## config.mk

```make
export PLATFORM = sky130hd
export DESIGN_NAME = fofc_flag_offset_ctrl
export DESIGN_NICKNAME = d
export VERILOG_FILES = /design/src/rtl/fofc_pkg.sv /design/src/rtl/fofc_flag_offset_ctrl.sv /design/src/rtl/fofc_pin_sync.sv
export VERILOG_INCLUDE_DIRS = /design/src /design/src/rtl
export SDC_FILE = /design/constraint.sdc
export NUM_CORES = 1
export LEC_CHECK = 0
export BUFFER_PORTS_ARGS = -buffer_cell sky130_fd_sc_hd__buf_2
export CAP_MARGIN = 10
export CORE_AREA = 2 2 183 140
export DETAILED_ROUTE_END_ITERATION = 6
export DIE_AREA = 0 0 185 142
export HOLD_SLACK_MARGIN = 0.1
export PLACE_DENSITY = 0.8
export RECOVER_POWER = 25
export REMOVE_ABC_BUFFERS = 1
export SLEW_MARGIN = 20
export SYNTH_ARGS = -nofsm -noshare
export SYNTH_HDL_FRONTEND = slang
export SYNTH_SLANG_ARGS = --single-unit
```

## constraint.sdc

```tcl
create_clock -name ref_clk -period 6.6 [get_ports ref_clk]
set_input_delay 0.33 -clock ref_clk [delete_from_list [all_inputs] [get_ports ref_clk]]
set_output_delay 0.33 -clock ref_clk [all_outputs]
set_load 0.01 [all_outputs]
```

## src/rtl/fofc_defs.svh

```systemverilog
// Constants of the FIFO flag and offset control block.
// Assumes one fixed depth of 65,536 words and a 36-bit data path.
`ifndef FOFC_DEFS_SVH
`define FOFC_DEFS_SVH

`define FOFC_DATA_W       36
`define FOFC_OFS_W        16
`define FOFC_CNT_W        18
`define FOFC_DEPTH        18'h1_0000
`define FOFC_HALF         18'h0_8000
`define FOFC_SER_BITS     32
`define FOFC_SER_LAST     5'h1F
`define FOFC_PIN_CTRL_W   11
`define FOFC_PIN_W        47

`define FOFC_DEF_16383    16'h3FFF
`define FOFC_DEF_8191     16'h1FFF
`define FOFC_DEF_4095     16'h0FFF
`define FOFC_DEF_127      16'h007F
`define FOFC_DEF_2047     16'h07FF
`define FOFC_DEF_1023     16'h03FF
`define FOFC_DEF_511      16'h01FF
`define FOFC_DEF_255      16'h00FF

`define FOFC_PTR_RST      2'h0

`endif

```

## src/rtl/fofc_pkg.sv

```systemverilog
// Types shared by the FIFO flag and offset control block.
// Assumes the constants header is on the include path.
package fofc_pkg;

  typedef enum logic [1:0] {
    FOFC_WOP_NONE,
    FOFC_WOP_MEM,
    FOFC_WOP_OFS,
    FOFC_WOP_SHIFT
  } fofc_wop_t;

  typedef enum logic [1:0] {
    FOFC_ROP_NONE,
    FOFC_ROP_MEM,
    FOFC_ROP_OFS
  } fofc_rop_t;

endpackage

```

## src/rtl/fofc_flag_offset_ctrl.sv

```systemverilog
// Flag offset control of a 65,536 x 36 FIFO: offset registers, word count and status flags.
// Write and read clocks arrive as pins and are sampled on ref_clk, which must run well above both.
// The memory array itself sits outside; this block issues its strobes and passes its data.
//
// How it works
// - load select low at master reset picks default 16383, 8191, 4095 or 127.
// - load select high at master reset picks default 2047, 1023, 511 or 255.
// - load select at master reset fixes serial or parallel loading until next reset.
// - offsets read back only over the parallel output bus, never serially.
// - offsets may be reprogrammed anytime; host keeps them within 0 to depth-1.
// - synchronous mode updates almost-full only on write clock edges.
// - synchronous mode updates almost-empty only on read clock edges.
// - asynchronous almost-full falls on write edge, rises on read edge.
// - asynchronous almost-empty falls on read edge, rises on write edge.
// - standard mode flag thresholds against word count and offsets.
// - fall-through thresholds count the output register, one word more.
// - parallel write loads offset bytes in order on write clock edges.
// - parallel read presents offset bytes in order on read clock edges.
// - serial shift loads 32 bits, empty offset LSB first, full MSB last.
// - same offset sequence in standard and fall-through modes.
// - timing select pin high at master reset selects fall-through mode.
// - writes ignored when full, reads ignored when empty.
// - master reset returns both offset pointers to empty offset low.
// - serial loading marks programmable flags invalid until all bits shifted.
//
`timescale 1ns/1ns
`default_nettype none

`include "fofc_defs.svh"

module fofc_flag_offset_ctrl
  import fofc_pkg::*;
(
  input  wire logic                      ref_clk,
  input  wire logic                      rst,
  input  wire logic                      clkEnable,
  input  wire logic                      writeClkPin,
  input  wire logic                      readClkPin,
  input  wire logic                      writeEnablePin_n,
  input  wire logic                      readEnablePin_n,
  input  wire logic                      offsetLoadSelect,
  input  wire logic                      serialShiftEnable,
  input  wire logic                      defaultOffsetPick0,
  input  wire logic                      defaultOffsetPick1,
  input  wire logic                      flagTimingSelect,
  input  wire logic                      timingSelectSerialIn,
  input  wire logic                      masterReset_n,
  input  wire logic [`FOFC_DATA_W-1:0]   dataInputBus,
  input  wire logic [`FOFC_DATA_W-1:0]   memReadData,
  output logic      [`FOFC_DATA_W-1:0]   dataOutputBus,
  output logic      [`FOFC_DATA_W-1:0]   memWriteData,
  output logic                           memWriteStrobe,
  output logic                           memReadStrobe,
  output logic                           emptyFlag,
  output logic                           fullFlag,
  output logic                           halfFullFlag,
  output logic                           almostEmptyFlag,
  output logic                           almostFullFlag,
  output logic                           offsetsValid,
  output logic                           firstWordFallThrough,
  output logic                           serialLoadMode
);

  logic [`FOFC_PIN_W-1:0]     pinRaw;
  logic [`FOFC_PIN_W-1:0]     pinSync;
  logic                       wclkS;
  logic                       rclkS;
  logic                       wenS_n;
  logic                       renS_n;
  logic                       ldS;
  logic                       senS;
  logic [1:0]                 pickS;
  logic                       pfmS;
  logic                       siS;
  logic                       mrsS_n;
  logic [`FOFC_DATA_W-1:0]    dinS;

  logic                       wclkPrev_q;
  logic                       rclkPrev_q;
  logic                       wEdge;
  logic                       rEdge;
  logic                       inReset;

  logic                       syncFlags_q;
  logic [2*`FOFC_OFS_W-1:0]   offsetBits_q;
  logic [1:0]                 wrPtr_q;
  logic [1:0]                 rdPtr_q;
  logic [4:0]                 serCount_q;
  logic [`FOFC_CNT_W-1:0]     count_q;
  logic [`FOFC_CNT_W-1:0]     countD;

  fofc_wop_t                  wop;
  fofc_rop_t                  rop;
  logic                       wrAccept;
  logic                       rdAccept;
  logic [`FOFC_OFS_W-1:0]     emptyOfs;
  logic [`FOFC_OFS_W-1:0]     fullOfs;
  logic [`FOFC_CNT_W-1:0]     capacity;
  logic [`FOFC_CNT_W-1:0]     extra;
  logic                       aeLowD;
  logic                       afLowD;
  logic                       hfLowD;
  logic [`FOFC_OFS_W-1:0]     defaultNow;

  assign pinRaw = {dataInputBus, masterReset_n, timingSelectSerialIn, flagTimingSelect,
                   defaultOffsetPick1, defaultOffsetPick0, serialShiftEnable, offsetLoadSelect,
                   readEnablePin_n, writeEnablePin_n, readClkPin, writeClkPin};

  fofc_pin_sync #(
    .WIDTH (`FOFC_PIN_W)
  ) u_pin_sync (
    .clk       (ref_clk),
    .rst       (rst),
    .clkEnable (clkEnable),
    .pinIn     (pinRaw),
    .pinOut    (pinSync)
  );

  assign wclkS  = pinSync[0];
  assign rclkS  = pinSync[1];
  assign wenS_n = pinSync[2];
  assign renS_n = pinSync[3];
  assign ldS    = pinSync[4];
  assign senS   = pinSync[5];
  assign pickS  = pinSync[7:6];
  assign pfmS   = pinSync[8];
  assign siS    = pinSync[9];
  assign mrsS_n = pinSync[10];
  assign dinS   = pinSync[`FOFC_PIN_W-1:`FOFC_PIN_CTRL_W];

  assign inReset = ~mrsS_n;

  // Rising edges of the sampled write and read clocks.
  always_ff @(posedge ref_clk) begin
    if (rst) begin
      wclkPrev_q <= 1'b0;
      rclkPrev_q <= 1'b0;
    end else if (clkEnable) begin
      wclkPrev_q <= wclkS;
      rclkPrev_q <= rclkS;
    end
  end

  assign wEdge = wclkS & ~wclkPrev_q & ~inReset;
  assign rEdge = rclkS & ~rclkPrev_q & ~inReset;

  // Default offset for the current load select and pick pins.
  always_comb begin
    case ({ldS, pickS})
      3'b0_10: defaultNow = `FOFC_DEF_16383;
      3'b0_01: defaultNow = `FOFC_DEF_8191;
      3'b0_11: defaultNow = `FOFC_DEF_4095;
      3'b0_00: defaultNow = `FOFC_DEF_127;
      3'b1_10: defaultNow = `FOFC_DEF_2047;
      3'b1_00: defaultNow = `FOFC_DEF_1023;
      3'b1_01: defaultNow = `FOFC_DEF_511;
      3'b1_11: defaultNow = `FOFC_DEF_255;
      default: defaultNow = `FOFC_DEF_127;
    endcase
  end

  // Configuration straps are caught on every cycle that master reset is held.
  always_ff @(posedge ref_clk) begin
    if (rst) begin
      serialLoadMode       <= 1'b0;
      firstWordFallThrough <= 1'b0;
      syncFlags_q          <= 1'b0;
    end else if (clkEnable && inReset) begin
      serialLoadMode       <= ldS;
      firstWordFallThrough <= siS;
      syncFlags_q          <= pfmS;
    end
  end

  // Operation decode from the control pins.
  always_comb begin
    wop = FOFC_WOP_NONE;
    rop = FOFC_ROP_NONE;
    if (ldS) begin
      if (!wenS_n) begin
        wop = FOFC_WOP_MEM;
      end
      if (!renS_n) begin
        rop = FOFC_ROP_MEM;
      end
    end else begin
      if (!wenS_n && renS_n && senS && !serialLoadMode) begin
        wop = FOFC_WOP_OFS;
      end
      if (wenS_n && renS_n && !senS && serialLoadMode) begin
        wop = FOFC_WOP_SHIFT;
      end
      if (wenS_n && !renS_n && senS) begin
        rop = FOFC_ROP_OFS;
      end
    end
  end

  assign emptyOfs = offsetBits_q[`FOFC_OFS_W-1:0];
  assign fullOfs  = offsetBits_q[2*`FOFC_OFS_W-1:`FOFC_OFS_W];
  assign extra    = {{(`FOFC_CNT_W-1){1'b0}}, firstWordFallThrough};
  assign capacity = `FOFC_DEPTH + extra;

  assign wrAccept = wEdge && (wop == FOFC_WOP_MEM) && (count_q != capacity);
  assign rdAccept = rEdge && (rop == FOFC_ROP_MEM) && (count_q != '0);

  assign countD = count_q + {{(`FOFC_CNT_W-1){1'b0}}, wrAccept}
                          - {{(`FOFC_CNT_W-1){1'b0}}, rdAccept};

  assign aeLowD = countD <= ({2'b00, emptyOfs} + extra);
  assign afLowD = countD >= (capacity - {2'b00, fullOfs});
  assign hfLowD = countD > (`FOFC_HALF + extra);

  // Offset storage, loaded by default, parallel byte writes or serial shifting.
  always_ff @(posedge ref_clk) begin
    if (rst) begin
      offsetBits_q <= {`FOFC_DEF_127, `FOFC_DEF_127};
    end else if (clkEnable) begin
      if (inReset) begin
        offsetBits_q <= {defaultNow, defaultNow};
      end else if (wEdge && wop == FOFC_WOP_OFS) begin
        // one sequence for both timing modes
        offsetBits_q[wrPtr_q*8 +: 8] <= dinS[7:0];
      end else if (wEdge && wop == FOFC_WOP_SHIFT) begin
        offsetBits_q <= {siS, offsetBits_q[2*`FOFC_OFS_W-1:1]};
      end
    end
  end

  // Independent offset write and read pointers.
  always_ff @(posedge ref_clk) begin
    if (rst) begin
      wrPtr_q <= `FOFC_PTR_RST;
      rdPtr_q <= `FOFC_PTR_RST;
    end else if (clkEnable) begin
      if (inReset) begin
        wrPtr_q <= `FOFC_PTR_RST;
        rdPtr_q <= `FOFC_PTR_RST;
      end else begin
        if (wEdge && wop == FOFC_WOP_OFS) begin
          wrPtr_q <= wrPtr_q + 2'h1;
        end
        if (rEdge && rop == FOFC_ROP_OFS) begin
          rdPtr_q <= rdPtr_q + 2'h1;
        end
      end
    end
  end

  // Serial bit count and validity of the programmable flags.
  always_ff @(posedge ref_clk) begin
    if (rst) begin
      serCount_q   <= 5'h00;
      offsetsValid <= 1'b1;
    end else if (clkEnable) begin
      if (inReset) begin
        serCount_q   <= 5'h00;
        offsetsValid <= 1'b1;
      end else if (wEdge && wop == FOFC_WOP_SHIFT) begin
        // invalid until the set is complete
        serCount_q   <= (serCount_q == `FOFC_SER_LAST) ? 5'h00 : serCount_q + 5'h01;
        offsetsValid <= (serCount_q == `FOFC_SER_LAST);
      end
    end
  end

  // Word count of memory plus output register.
  always_ff @(posedge ref_clk) begin
    if (rst) begin
      count_q <= '0;
    end else if (clkEnable) begin
      count_q <= inReset ? '0 : countD;
    end
  end

  // Memory strobes and the output bus.
  always_ff @(posedge ref_clk) begin
    if (rst) begin
      memWriteStrobe <= 1'b0;
      memReadStrobe  <= 1'b0;
      memWriteData   <= '0;
      dataOutputBus  <= '0;
    end else if (clkEnable) begin
      memWriteStrobe <= wrAccept;
      memReadStrobe  <= rdAccept;
      if (wrAccept) begin
        memWriteData <= dinS;
      end
      if (inReset) begin
        dataOutputBus <= '0;
      end else if (rdAccept) begin
        dataOutputBus <= memReadData;
      end else if (rEdge && rop == FOFC_ROP_OFS) begin
        dataOutputBus <= {28'h000_0000, offsetBits_q[rdPtr_q*8 +: 8]};
      end
    end
  end

  // Empty, full and half-full flags; empty and full polarity differs by timing mode, half-full is active low in both.
  always_ff @(posedge ref_clk) begin
    if (rst) begin
      emptyFlag    <= 1'b0;
      fullFlag     <= 1'b1;
      halfFullFlag <= 1'b1;
    end else if (clkEnable) begin
      emptyFlag    <= firstWordFallThrough ? (countD == '0) : (countD != '0);
      fullFlag     <= firstWordFallThrough ? (countD == capacity) : (countD != capacity);
      halfFullFlag <= ~hfLowD;
    end
  end

  // Programmable flags, held while offsets are incomplete.
  always_ff @(posedge ref_clk) begin
    if (rst) begin
      almostEmptyFlag <= 1'b0;
      almostFullFlag  <= 1'b1;
    end else if (clkEnable) begin
      if (inReset) begin
        almostEmptyFlag <= 1'b0;
        almostFullFlag  <= 1'b1;
      end else if (offsetsValid) begin
        if (syncFlags_q) begin
          if (wEdge) begin
            almostFullFlag <= ~afLowD;
          end
          if (rEdge) begin
            almostEmptyFlag <= ~aeLowD;
          end
        end else begin
          if (wEdge && afLowD) begin
            almostFullFlag <= 1'b0;
          end else if (rEdge && !afLowD) begin
            almostFullFlag <= 1'b1;
          end
          if (rEdge && aeLowD) begin
            almostEmptyFlag <= 1'b0;
          end else if (wEdge && !aeLowD) begin
            almostEmptyFlag <= 1'b1;
          end
        end
      end
    end
  end

endmodule

`default_nettype wire

```

## src/rtl/fofc_pin_sync.sv

```systemverilog
// Two-stage synchroniser for a group of pins.
// Assumes the pins are asynchronous to clk and that each bit is used on its own.
`timescale 1ns/1ns
`default_nettype none

module fofc_pin_sync #(
  parameter int unsigned WIDTH = 1
) (
  input  wire logic             clk,
  input  wire logic             rst,
  input  wire logic             clkEnable,
  input  wire logic [WIDTH-1:0] pinIn,
  output logic      [WIDTH-1:0] pinOut
);

  logic [WIDTH-1:0] stage1_q;

  always_ff @(posedge clk) begin
    if (rst) begin
      stage1_q <= '0;
      pinOut   <= '0;
    end else if (clkEnable) begin
      stage1_q <= pinIn;
      pinOut   <= stage1_q;
    end
  end

endmodule

`default_nettype wire

```

# --- Word level (Yosys, flattened, before mapping) ---
# Memories as Yosys holds them, arrays and structs flattened. A register that Yosys moved wholly into a read port is not among the register bits.
# Index checks and enable logic that the tools add are counted.
totals:
  ff_bits: 238
  romBits: 56
  out_inout_bits: 82
  elab_cells: 145
  memories: 1
classes:
  addsub: 10
  magnitude_cmp: 3
  eq_ne: 19
  shift: 3
  mux: 40
  bitwise_logic: 10
  reduce_logical: 37
mem_list:
  columns: ["memory", "depth", "word_bits", "read_ports", "rd_clocked_by_memory_dff", "write_ports", "line", "text"]
  rows:
  - ["(no name shown)", 8, 7, 1, 1, 0, "fofc_flag_offset_ctrl.sv:149", "case ({ldS, pickS})"]
op_table:
  columns: ["cell", "count"]
  rows:
  - ["$mux W36", 3]
  - ["$mux W32", 3]
  - ["$ne A18 B18 Y1", 2]
  - ["$reduce_bool A18 Y1", 2]
  - ["$neg A5 Y34", 1]
  - ["$shift A8 B34 Y32 const A", 1]
  - ["$shiftx A8 B34 Y32", 1]
  - ["$bwmux W32", 1]
  - ["$shiftx A32 B6 Y8", 1]
  - ["$logic_and A1 B1 Y1", 20]
  - ["$add A17 B1 Y18 const A", 1]
  - ["$add A18 B1 Y18", 1]
  - ["$eq A18 B18 Y1", 1]
  - ["$ge A18 B18 Y1", 1]
  - ["$gt A18 B17 Y1", 1]
  - ["$le A18 B17 Y1", 1]
  - ["$logic_not A18 Y1", 1]
  - ["$mux W1", 18]
  - ["$mux W18", 1]
  - ["$mux W2", 9]
  - ["$sub A18 B1 Y18", 1]
  - ["$sub A18 B16 Y18", 1]
  - ["$add A16 B1 Y17", 1]
  - ["$add A16 B1 Y17 const A", 1]
  - ["other kinds (15)", 48]

# --- Longest topological paths before layout ---
# Gate-level depths: netlist of the first run.
logic_depth:
  depth_word: 20
  depth_mapped: 26
  mapped_depth_nobuf: 25

# --- Hierarchy ---
# A second synthesis of the first run with hierarchy kept.
hier_totals:
  hier_cells: 1431
  hier_area_um2: 12208.0
modules_own_cells:
  columns: ["mod", "instances", "cells_each", "area_each_um2"]
  rows:
  - ["fofc_flag_offset_ctrl", 1, 1128, 8823.5]
  - ["fofc_pin_sync", 1, 303, 3384.5]

# --- Worst setup path after synthesis of the first run ---
# No wires, ideal clock.
synth_timing:
  path_type: "register -> register"
  start: "register count_q[6]"
  end: "register almostEmptyFlag"
  arrival_ns: 4.829
  required_time_ns: 6.480
  path_slack_ns: 1.651
  stages_incl_launch_ff: 26
  path_buffers: 2
  cell_sequence: "dfxtp_1 -> inv_1 -> ha_1 -> nand4_1 -> nor2_1 -> a31oi_1 -> clkbuf_1 -> clkbuf_1 -> ha_1 -> inv_1 -> ha_1 -> a21o_1 -> nand4b_1 -> a21boi_1 -> or4_1 -> and3_1 -> or2_2 -> ha_1 -> nand4_1 -> inv_1 -> nand4_1 -> o21ai_0 -> o31ai_1 -> a21oi_1 -> mux2i_1 -> a21oi_1"
synth_between:
  word_cells_on_any_way: 18
  classes_between: "add/sub: 2; order compare: 1; eq/ne: 2; mux: 5; bitwise: 1; reduce/logical: 7"
synth_rtl:
  columns: ["item", "line", "text"]
  rows:
  - ["from (decl)", "fofc_flag_offset_ctrl.sv:89", "logic [`FOFC_CNT_W-1:0] count_q;"]
  - ["from (signal assigned)", "fofc_flag_offset_ctrl.sv:272", "count_q <= inReset ? '0 : countD;"]
  - ["$reduce_bool A18 Y1 *", "fofc_flag_offset_ctrl.sv:205", "assign rdAccept = rEdge && (rop == FOFC_ROP_MEM) && (count_q != '0);"]
  - ["$logic_and A1 B1 Y1 *", "fofc_flag_offset_ctrl.sv:205", null]
  - ["net rdAccept", "fofc_flag_offset_ctrl.sv:95", "logic rdAccept;"]
  - ["$sub A18 B1 Y18 *", "fofc_flag_offset_ctrl.sv:207", "assign countD = count_q + {{(`FOFC_CNT_W-1){1'b0}}, wrAccept}"]
  - ["$le A18 B17 Y1 *", "fofc_flag_offset_ctrl.sv:210", "assign aeLowD = countD <= ({2'b00, emptyOfs} + extra);"]
  - ["$logic_and A1 B1 Y1 or $not A1 Y1 (tied branches)", "fofc_flag_offset_ctrl.sv:335, fofc_flag_offset_ctrl.sv:327", null]
  - ["$mux W1, on equally long branches", "fofc_flag_offset_ctrl.sv:335, fofc_flag_offset_ctrl.sv:326", null]
  - ["$mux W1", "fofc_flag_offset_ctrl.sv:322", "if (syncFlags_q) begin"]
  - ["$mux W1", "fofc_flag_offset_ctrl.sv:321", "end else if (offsetsValid) begin"]
  - ["$mux W1", "fofc_flag_offset_ctrl.sv:318", "if (inReset) begin"]
  - ["to (signal assigned)", "fofc_flag_offset_ctrl.sv:327", "almostEmptyFlag <= ~aeLowD;"]
  - ["to (decl)", "fofc_flag_offset_ctrl.sv:57", "output logic almostEmptyFlag,"]
# The timed path passes the listed nets; every way through them passes the cells marked *. The select of a mux whose other input is x is not followed.
# A chain may end at the register's enable or synchronous reset.

# --- Final worst setup path of the first run ---
layout_timing:
  start: "register wclkPrev_q"
  end: "register almostEmptyFlag"
layout_between:
  elab_chain_cells: 13
  word_cells_on_any_way: 19
  classes_between: "add/sub: 2; order compare: 1; eq/ne: 1; mux: 5; bitwise: 4; reduce/logical: 6"
layout_rtl:
  columns: ["item", "line", "text"]
  rows:
  - ["from (decl)", "fofc_flag_offset_ctrl.sv:78", "logic wclkPrev_q;"]
  - ["from (signal assigned)", "fofc_flag_offset_ctrl.sv:139", "wclkPrev_q <= wclkS;"]
  - ["$not A1 Y1 *", "fofc_flag_offset_ctrl.sv:144", "assign wEdge = wclkS & ~wclkPrev_q & ~inReset;"]
  - ["$and A1 B1 Y1 * (2 in a row)", "fofc_flag_offset_ctrl.sv:144", null]
  - ["$logic_and A1 B1 Y1 (2 in a row)", "fofc_flag_offset_ctrl.sv:204", "assign wrAccept = wEdge && (wop == FOFC_WOP_MEM) && (count_q != capacity);"]
  - ["$add A18 B1 Y18", "fofc_flag_offset_ctrl.sv:207", null]
  - ["$sub A18 B1 Y18", "fofc_flag_offset_ctrl.sv:207", null]
  - ["$le A18 B17 Y1", "fofc_flag_offset_ctrl.sv:210", null]
  - ["$logic_and A1 B1 Y1 or $not A1 Y1 (tied branches)", "fofc_flag_offset_ctrl.sv:335, fofc_flag_offset_ctrl.sv:327", null]
  - ["$mux W1, on equally long branches", "fofc_flag_offset_ctrl.sv:335, fofc_flag_offset_ctrl.sv:326", null]
  - ["$mux W1", "fofc_flag_offset_ctrl.sv:322", null]
  - ["$mux W1", "fofc_flag_offset_ctrl.sv:321", null]
  - ["$mux W1", "fofc_flag_offset_ctrl.sv:318", null]
# Every way passes the cells marked *; elsewhere a longest branch is shown, timed or not. The select of a mux whose other input is x is not followed.

==> results of run 1 <==
registers in the layout (all words and copies together) (netlist names), 2 cells and up:
name and cells:
dataOutputBus 36, u_pin_sync.stage1_q 47, u_pin_sync.pinOut 47, defaultNow 7, rdPtr_q 2, offsetBits_q 32
count_q 18, wrPtr_q 2, serCount_q 5, memWriteData 36
path summary, 6_finish.rpt:
kind | end | cells after the start
max reg2reg | almostEmptyFlag | 23
min reg2reg | dataOutputBus[24] | 2
max | almostEmptyFlag | 23
min | dataOutputBus[7] | 5
worst min-delay path, cell delays in order:
cell     delay, ns
buf_2         0.07
mux2i_1       0.05
nor2_1        0.08
a22oi_1       0.06
nor2_1        0.08
repair_timing:
action,in CTS,in global routing
resized for setup,0,0
setup endpoints to repair,0,0
hold buffers,75,0
hold endpoints to repair,75,0
layout make-up:
cell class              count  area [µm²]
diodes                      2        5.00
clock buffers              33         686
clock inverters            13         174
fillers                  2073        9820
inverters                  43         161
multi-input cells        1024        6720
flip-flops and latches    245        4900
well taps                 338         423
repair buffers            253        1630
layout by cell type (no fill, tap or decap), types with 6 or more instances in the layout:
cell type,instances
a211o_1,14
clkbuf_16,25
mux4_2,8
buf_4,10
nor3b_1,6
inv_1,42
nand2b_1,14
clkbuf_1,50
mux2i_1,108
buf_2,120
nor3_1,17
a31oi_1,17
or4_1,7
a21oi_1,106
a22oi_1,31
a221oi_1,11
nor2b_1,25
a21o_1,6
xnor2_1,17
ha_1,74
o21bai_1,7
nand3_1,49
dlygate4sd3_1,75
xor2_1,22
nand2_1,159
a211oi_1,22
o21ai_0,21
dfxtp_1,245
nand4_1,7
nor2_1,197
stage by stage:
stage | cell area [µm²] | total power [µW] | util (%)
after detailed placement | 13100 | 1830 | 53.5
final | 14700 | 3330 | 60.0
after global routing | 14700 | 3430 | 59.9
after global placement | 13100 | 1820 | 53.5
after floorplan | 11800 | 1710 | -
after CTS | 14700 | 3330 | 60.1
layer usage:
metal | share of wire, % | global-route usage [%]
met1 | 46 | 34.5
met3 | 7.7 | 4.35
met5 | 0 | 0
met4 | 2.0 | 5.89
met2 | 45 | 39.1
where the power goes:
| part | internal [µW] | switching (µW) | total (µW) |
|---|---|---|---|
| sequential | 1520 | 48.7 | 1570 |
| clock | 860 | 627 | 1490 |
| combinational | 127 | 140 | 267 |
cell families (layout without fill, tap and decap cells):
| kind of cell | after synthesis | count (layout) |
|---|---|---|
| compound gates | 271 | 271 |
| fa+ha+maj | 75 | 75 |
| other cells | 0 | 2 |
| xor+xnor | 39 | 39 |
| flops | 245 | 245 |
| buf+inv | 128 | 342 |
| simple gates | 522 | 522 |
| mux | 117 | 117 |
==> results.py, run 1 <==
metrics = {
    "critical_path": {
        "crit_family": "compound AO/OA/AOI/OAI gates",
        "critPathKind": "reg -> reg",
        "critPathMaxStageDelay_ns": 0.67,
        "cp_slowest_cell": "xnor2_1",
        "crit_path_max_fanout": 8,
        "rr_startpoint": "wclkPrev_q",
        "r2r_slack_ns": 1.17,
        "endpoint_kind": "flip-flop",
        "critPathArrivalTime_ns": 5.86,
        "cp_cell_sequence": "nand2b_1 -> nor3b_1 -> nand2_1 -> a31oi_1 -> inv_1 -> ha_1 -> inv_1 -> ha_1 -> fa_1 -> a21oi_2 -> o221ai_2 -> a41oi_1 -> a21oi_1 -> o21ai_0 -> xnor2_1 -> ha_1 -> nand4_1 -> inv_1 -> nand4_1 -> o31ai_1 -> a21oi_1 -> mux2i_1 -> a21oi_1",
        "worstPathRequired_ns": 7.03,
        "startpoint": "wclkPrev_q",
        "setup.worst_path.start_class": "flip-flop",
        "critPathBufInv": 3,
    },
    "sta": {
        "slew-limit-headroom_pct": 28.4,
        "timing.hold.ws_ns": 0.193,
        "hold_viol": 0,
        "grt_setup_unrepaired": "false",
        "period_needed_ns": 5.43,
        "max_freq_ghz": 0.184,
        "period_share_pct": 82.3,
        "finalClockSkew_ns": 0.0203,
        "final_max_slew_viol_count": 0,
        "setup_viol": 0,
        "fin_setup_tns_ns": 0,
        "worstMarginPinSlew_ns": 1.07,
        "fin_ws_ns": 1.17,
    },
    "floorplanning": {
        "dieArea_um2": 26300,
        "die_x_um": 185,
        "boundaryPins": 168,
        "fp-row-count": 50,
        "fp.dieH_um": 142,
        "start_util_pct": 49.2,
        "core_area_um2": 24500,
    },
    "drt": {
        "wl_per_cell_um": 16.9,
        "routed_via_density": 5.64,
        "drc": 0,
        "wl_um": 32900,
        "drt-pass1-iter-count": 5,
        "detail-route-antenna-nets": 0,
        "drtIter0Drc": 949,
        "vias": 11000,
    },
    "global_routing": {
        "grt_pass1_wl_um": 52700,
        "antenna_found_initial": 0,
        "grtUsageTotal_pct": 24.5,
        "grt_max_degree": 93,
        "grt-ovfl-total": 0,
        "grt_pass1_vias": 10500,
    },
    "final_layout": {
        "layout.nets": 1753,
        "area_delta_synth_final_pct": 21.8,
        "layout.cells.non_filler": 1951,
        "drive_above_1_share_pct": 12.7,
    },
    "synth": {
        "synth_compound_area_share_pct": 14.5,
        "yosysUniqueCellTypes": 66,
        "synth-main-ff-cell": "dfxtp_1",
        "async_flop_share_pct": 0,
        "yosysTopAreaCell": "dfxtp_1",
        "yosysWarnings": 0,
        "synth_common_cells": "dfxtp_1 (245), nor2_1 (198), nand2_1 (159)",
        "synth.most_common_cell": "dfxtp_1",
        "ys_ff_latch": 245,
        "syn_avg_cell_area_um2": 8.64,
        "synth_fa_ha_area_share_pct": 7.84,
        "muxShareOfSynthArea_pct": 10.5,
        "syn_inst": 1397,
        "yosys.area_share.simple_pct": 19.6,
        "synth-xor-area-share_pct": 2.83,
        "synth_edf_count": 0,
        "seq_area_frac_synth_pct": 40.6,
        "syn-cell-area_um2": 12100,
        "ys_top_cells_by_area": "dfxtp_1 (41%), mux2i_1 (9.0%), ha_1 (7.7%), nor2_1 (6.2%), nand2_1 (4.9%)",
        "synth_top_family_by_area": "simple AND/OR/NAND/NOR gates",
        "synth_top_area_share_pct": 40.6,
    },
    "place": {
        "port-buffer-count": 167,
        "dpl_worst_slack_ns": 1.38,
        "dp.cells": 1827,
        "gp_congestion": 0.906,
        "dpl.hpwl_um": 21500,
    },
    "clocking": {
        "cts_buffers": 25,
        "clockRootBuffer": "clkbuf_16",
        "cts_max_level": 1,
        "clkTransAtPathRegs_ns": 0.06,
        "cts_tree": "yes",
        "cts.path.max_buffers": 3,
        "post_cts_buffers": 0,
        "cts.sinks": 245,
        "clkLatencyLatePin_ns": 0.54,
    },
    "power_and_ir_drop": {
        "powerDensity_nw_per_um2": 226,
        "leakage_uw": 0.00614,
        "ir_drop_v": 0.000192,
    },
    "flow_run": {
        "maxCapViolations": 0,
    },
    "hold_path": {
        "min_from": "memReadData[7]",
        "worst_hold_path_type": "in -> reg",
    },
    "run_status": {
        "outcome": "completed",
    },
}
(Power assumes the default switching activity.)
==> run 2: changes to the inputs <==
PLACE_DENSITY = 0.83   (was 0.8)
clock period = 4.9 ns   (was 6.6 ns; I/O delays follow)
==> run 2 against run 1 <==
  * The flow now finishes with violations (capacitance limit, slew limit)
  * Highest routed layer unchanged
  * Critical path depth increased by 1
  * Setup slack got worse by 1.0 ns
  * Largest cell class unchanged
  * Core utilization rose by 0.89 points
==> results.py, run 2 (same netlist as run 1, synthesis figures left out) <==
metrics = {
    "run_status": {
        "outcome": "finished with violations",
        "failed_checks": "capacitance limit, slew limit",
    },
    "global_routing": {
        "antenna_found_initial": 0,
        "grt_max_degree": 178,
        "grtUsageTotal_pct": 25.2,
        "grt_pass1_vias": 10700,
        "grt-ovfl-total": 0,
        "grt_pass1_wl_um": 54000,
    },
    "sta": {
        "hold_viol": 0,
        "setup_viol": 0,
        "finalClockSkew_ns": 0.0133,
        "period_share_pct": 96.9,
        "fin_setup_tns_ns": 0,
        "max_freq_ghz": 0.211,
        "period_needed_ns": 4.75,
        "timing.hold.ws_ns": 0.105,
        "fin_ws_ns": 0.151,
        "slew-limit-headroom_pct": -136,
        "worstMarginPinSlew_ns": 3.54,
        "final_max_slew_viol_count": 178,
    },
    "drt": {
        "drc": 0,
        "vias": 11200,
        "routed_via_density": 5.73,
        "drtIter0Drc": 1041,
        "wl_um": 34400,
        "drt-pass1-iter-count": 5,
        "detail-route-antenna-nets": 0,
        "wl_per_cell_um": 17.6,
    },
    "floorplanning": {
        "die_x_um": 185,
        "core_area_um2": 24500,
        "dieArea_um2": 26300,
        "fp-row-count": 50,
        "fp.dieH_um": 142,
        "start_util_pct": 49.2,
        "boundaryPins": 168,
    },
    "critical_path": {
        "setup.worst_path.start_class": "flip-flop",
        "critPathMaxStageDelay_ns": 0.53,
        "crit_family": "simple AND/OR/NAND/NOR gates",
        "cp_cell_sequence": "inv_1 -> ha_1 -> nand4_1 -> nor2_4 -> buf_4 -> a31oi_4 -> ha_2 -> inv_1 -> ha_2 -> a21o_1 -> nand4b_1 -> a21boi_2 -> or4_4 -> and3_4 -> or2_4 -> ha_1 -> nand4_1 -> inv_1 -> nand4_1 -> buf_4 -> o31ai_4 -> a21oi_2 -> mux2i_1 -> a21oi_1",
        "critPathBufInv": 5,
        "rr_startpoint": "count_q[11]",
        "crit_path_max_fanout": 3,
        "r2r_cells": 24,
        "cp_slowest_cell": "or4_4",
        "critPathArrivalTime_ns": 5.17,
        "r2r_slack_ns": 0.15,
        "endpoint_kind": "flip-flop",
        "critPathKind": "reg -> reg",
        "worstPathRequired_ns": 5.33,
        "r2r-end": "almostEmptyFlag",
        "startpoint": "count_q[11]",
    },
    "final_layout": {
        "drive_above_1_share_pct": 15.4,
        "fin_area_um2": 14900,
        "fillers": 2082,
        "layout.nets": 1767,
        "area_delta_synth_final_pct": 23.6,
        "layout_commonest_cell": "dfxtp_1",
        "final_cell_mix": "dfxtp_1 (241), nor2_1 (196), nand2_1 (159)",
        "reg_top3": "u_pin_sync.pinOut x47, u_pin_sync.stage1_q x47",
    },
    "place": {
        "port-buffer-count": 167,
        "dpl_cell_area_um2": 13200,
        "dpl_worst_slack_ns": -0.0836,
        "gp_congestion": 0.960,
        "dpl.hpwl_um": 22100,
    },
    "hold_path": {
        "min_path_cells": 5,
        "hold-path-endpoint": "dataOutputBus[0]",
        "worst_hold_path_type": "in -> reg",
        "min_from": "memReadData[0]",
    },
    "clocking": {
        "cts_tree": "yes",
        "clkLatencyLatePin_ns": 0.54,
        "cts.sinks": 245,
        "cts_max_level": 1,
        "cts_buffers": 24,
        "clockRootBuffer": "clkbuf_16",
        "clkTransAtPathRegs_ns": 0.06,
        "cts.path.max_buffers": 3,
    },
    "power_and_ir_drop": {
        "powerDensity_nw_per_um2": 297,
        "ir_drop_v": 0.000305,
        "leakage_uw": 0.00630,
    },
    "flow_run": {
        "maxCapViolations": 1,
    },
}
[run 2: cell types whose count changed in the layout (fill, tap and decap cells not counted), sizes merged]
cell         change
clkinvlp         -3
clkinv           -2
clkbuf          -15
inv              -1
dlygate4sd3      +1
buf             +30
diode            -1
bufinv           +1
[run 2: layer usage]
layer / GRT usage, % / wire (µm) / up-vias / part of all wire [%]
met1: 33.7 / 14500 / 5302 / 42
met4: 7.18 / 1010 / 0 / 2.9
met3: 4.91 / 2910 / 106 / 8.5
met5: 0 / 0 / - / 0
met2: 41.7 / 16000 / 507 / 47
li1: - / - / 5312 / -
[run 2: repair_timing]
| item | 4_1_cts | 5_1_grt |
|---|---|---|
| pin swaps | 0 | 11 |
| resized for setup | 2 | 30 |
| hold buffers | 76 | 0 |
| hold endpoints to repair | 76 | 0 |
| gates cloned | 0 | 0 |
| endpoints found under the setup margin | 1 | 3 |
| buffers inserted | 0 | 4 |
[run 2: power breakdown]
part	internal [µW]	leakage (µW)	switching, µW	total, µW
clock	1150	0.000400	783	1940
combinational	176	0.00390	196	372
sequential	2050	0.00200	67.7	2120
total	3380	0.00630	1050	4430
[run 2: layout make-up]
class                   count  area, µm²  area share, %
flip-flops and latches    245       4910           32.9
well taps                 338        423           2.83
clock buffers              34        658           4.41
multi-input cells        1024       6840           45.8
inverters                  43        161           1.08
repair buffers            268       1760           11.8
clock inverters             8        169           1.13
diodes                      1       2.50         0.0168
[run 2: stage by stage]
stage	utilization [%]	total power (µW)	cells
after floorplan	-	2310	1312
after global placement	53.9	2450	1838
after detailed placement	53.9	2470	1838
after CTS	60.4	4440	1956
after global routing	60.8	4590	1960
final	60.9	4430	1961
[run 2: worst max-delay path by stage]
| stage | endpoint | cells after the start |
|---|---|---|
| after detailed placement | almostEmptyFlag | 23 |
| after global placement | almostEmptyFlag | 23 |
| after CTS | almostEmptyFlag | 24 |
| after global routing | almostEmptyFlag | 24 |
| final | almostEmptyFlag | 24 |
| after floorplan | almostEmptyFlag | 20 |
[run 2: worst min-delay path, stage by stage]
cell     delay [ns]
buf_2          0.07
mux2i_1        0.05
nor2_1         0.08
a22oi_1        0.07
nor2_1         0.07
==> run 3: changes to the inputs <==
PLACE_DENSITY = 0.8   (was 0.83)
REMOVE_ABC_BUFFERS = default   (was 1)
clock period = 4.8 ns   (was 4.9 ns; I/O delays follow)
==> run 3 against run 2 <==
  * The run still ends with capacitance limit, slew limit left
  * Global-route usage is 0.27 points lower
  * Critical path depth is 5 lower
  * Critical path type unchanged
  * Final cell count is 0.10% higher
  * Via count is 1.6% lower
  * Fmax is 2.7% higher
  * Count of clock-buffer cells in the layout is 1 higher
  * Critical endpoint is now emptyFlag
  * Sequential share of layout area is 0.35 points higher
  * Power is 1.7% lower
  * Clock power is 7% lower
  * Die area stayed put
==> results.py, run 3 (same netlist as run 1, synthesis figures left out) <==
metrics = {
    "sta": {
        "period_share_pct": 96.4,
        "hold_viol": 0,
        "fin_setup_tns_ns": 0,
        "max_freq_ghz": 0.216,
        "final_max_slew_viol_count": 117,
        "setup_viol": 0,
        "period_needed_ns": 4.63,
        "slew-limit-headroom_pct": -148,
        "finalClockSkew_ns": 0.0308,
        "grt_setup_unrepaired": "true",
        "worstMarginPinSlew_ns": 3.72,
    },
    "floorplanning": {
        "fp-row-count": 50,
        "core_area_um2": 24500,
        "boundaryPins": 168,
        "dieArea_um2": 26300,
        "fp.dieH_um": 142,
        "start_util_pct": 49.2,
        "die_x_um": 185,
    },
    "clocking": {
        "clkLatencyLatePin_ns": 0.53,
        "cts.sinks": 245,
        "cts_max_level": 1,
        "cts_tree": "yes",
        "clockRootBuffer": "clkbuf_16",
        "clkTransAtPathRegs_ns": 0.07,
        "cts_buffers": 24,
        "cts.path.max_buffers": 3,
    },
    "critical_path": {
        "worstPathRequired_ns": 5.17,
        "crit_path_max_fanout": 4,
        "r2r-end": "emptyFlag",
        "endpoint_kind": "flip-flop",
        "critPathArrivalTime_ns": 4.99,
        "critPathKind": "reg -> reg",
        "endpoint": "emptyFlag",
        "startpoint": "count_q[12]",
        "r2r_cells": 19,
        "rr_startpoint": "count_q[12]",
        "r2r_slack_ns": 0.17,
        "setup.worst_path.start_class": "flip-flop",
    },
    "drt": {
        "vias": 11000,
        "routed_via_density": 5.63,
        "drt-pass1-iter-count": 6,
        "wl_met2_um": 15400,
        "wl_met3_um": 3180,
        "wl_um": 34600,
        "highest_layer": "met4",
        "detail-route-antenna-nets": 0,
        "drtIter0Drc": 900,
        "m1WireLength_um": 15300,
        "wl_per_cell_um": 17.6,
        "drc": 0,
    },
    "place": {
        "dpl.hpwl_um": 23300,
        "port-buffer-count": 167,
        "gp_congestion": 0.984,
        "dpl_cell_area_um2": 13200,
    },
    "hold_path": {
        "worst_hold_path_type": "in -> reg",
        "min_from": "memReadData[1]",
        "min_path_cells": 5,
    },
    "power_and_ir_drop": {
        "ir_drop_v": 0.000285,
        "leakage_uw": 0.00610,
        "powerDensity_nw_per_um2": 295,
    },
    "final_layout": {
        "area_delta_synth_final_pct": 22.4,
        "fin_area_um2": 14800,
        "fin_util_pct": 60.2,
        "layout_commonest_cell": "dfxtp_1",
        "reg_top3": "u_pin_sync.pinOut x47, u_pin_sync.stage1_q x47",
        "drive_above_1_share_pct": 12.4,
        "final_cell_mix": "dfxtp_1 (240), nor2_1 (196), nand2_1 (159)",
        "layout.nets": 1771,
    },
    "global_routing": {
        "grt_pass1_wl_um": 53000,
        "antenna_found_initial": 1,
        "grt_pass1_vias": 10300,
        "grtUsageTotal_pct": 25.0,
        "grt_max_degree": 99,
        "grt-ovfl-total": 0,
    },
    "flow_run": {
        "maxCapViolations": 2,
    },
    "run_status": {
        "failed_checks": "capacitance limit, slew limit",
        "outcome": "finished with violations",
    },
    "synth": {
        "synth_nets": 1558,
    },
}
## run 3: changes by cell type in the layout (fill, tap and decap cells not counted), sizes merged
cell,before,now
clkinv,3,4
bufinv,4,1
buf,163,125
clkbuf,63,107
dlygate4sd3,76,75
inv,44,43
## run 3: cell type report
cell class	count	area, µm²
fillers	2131	9750
multi-input cells	1024	6780
flip-flops and latches	245	4910
repair buffers	272	1750
clock buffers	35	682
well taps	338	423
inverters	43	161
clock inverters	5	61.3
diodes	1	2.50
## run 3: worst max-delay path: stages (launching register included)
cell      delay, ns
dfxtp_1        0.33
inv_1          0.08
ha_1           0.18
nand4_1        0.12
nor2_2         0.18
buf_4          0.14
a31oi_4        0.09
ha_2           0.33
inv_1          0.04
ha_1           0.21
fa_2           0.39
a21oi_4        0.19
o21bai_1       0.09
xor2_1         0.20
or4_1          0.51
or4_1          0.48
nor4b_4        0.28
and4b_2        0.31
mux2i_1        0.20
o311ai_1       0.11
## run 3: worst min path at each step
stage	end	slack, ns
global placement	dataOutputBus[20]	0.44
floorplan	u_pin_sync.stage1_q[0]	0.39
finish	dataOutputBus[1]	0.11
global route	dataOutputBus[2]	0.14
detailed placement	dataOutputBus[25]	0.44
CTS	halfFullFlag	0.10
## run 3: stage by stage
step	hold WS (ns)	std cells	worst slack, ns	total power [µW]
2_1_floorplan	0.387	1397	0.101	2410
3_3_place_gp	0.437	1843	0.279	2510
3_5_place_dp	0.441	1843	0.155	2520
4_1_cts	0.104	1958	0.104	4370
5_1_grt	0.138	1962	-0.0412	4510
6_report	0.112	1963	0.175	4350
## run 3: where the power goes
group / internal (µW) / switching [µW]
registers: 2090 / 64.6
clock network: 1030 / 773
logic: 187 / 202
## run 3: what timing repair did
| item | in CTS | in global routing |
|---|---|---|
| buffers inserted | 0 | 3 |
| hold buffers | 75 | 0 |
| resized for setup | 0 | 20 |
| endpoints found under the setup margin | 0 | 4 |
| hold endpoints to repair | 75 | 0 |
## run 3: per-layer routing
layer  track usage [%]  vias to the layer above
met5                 0                        -
met4              5.39                        0
met3              5.32                       56
met2              40.1                      434
met1              34.7                     5225
li1                  -                     5329
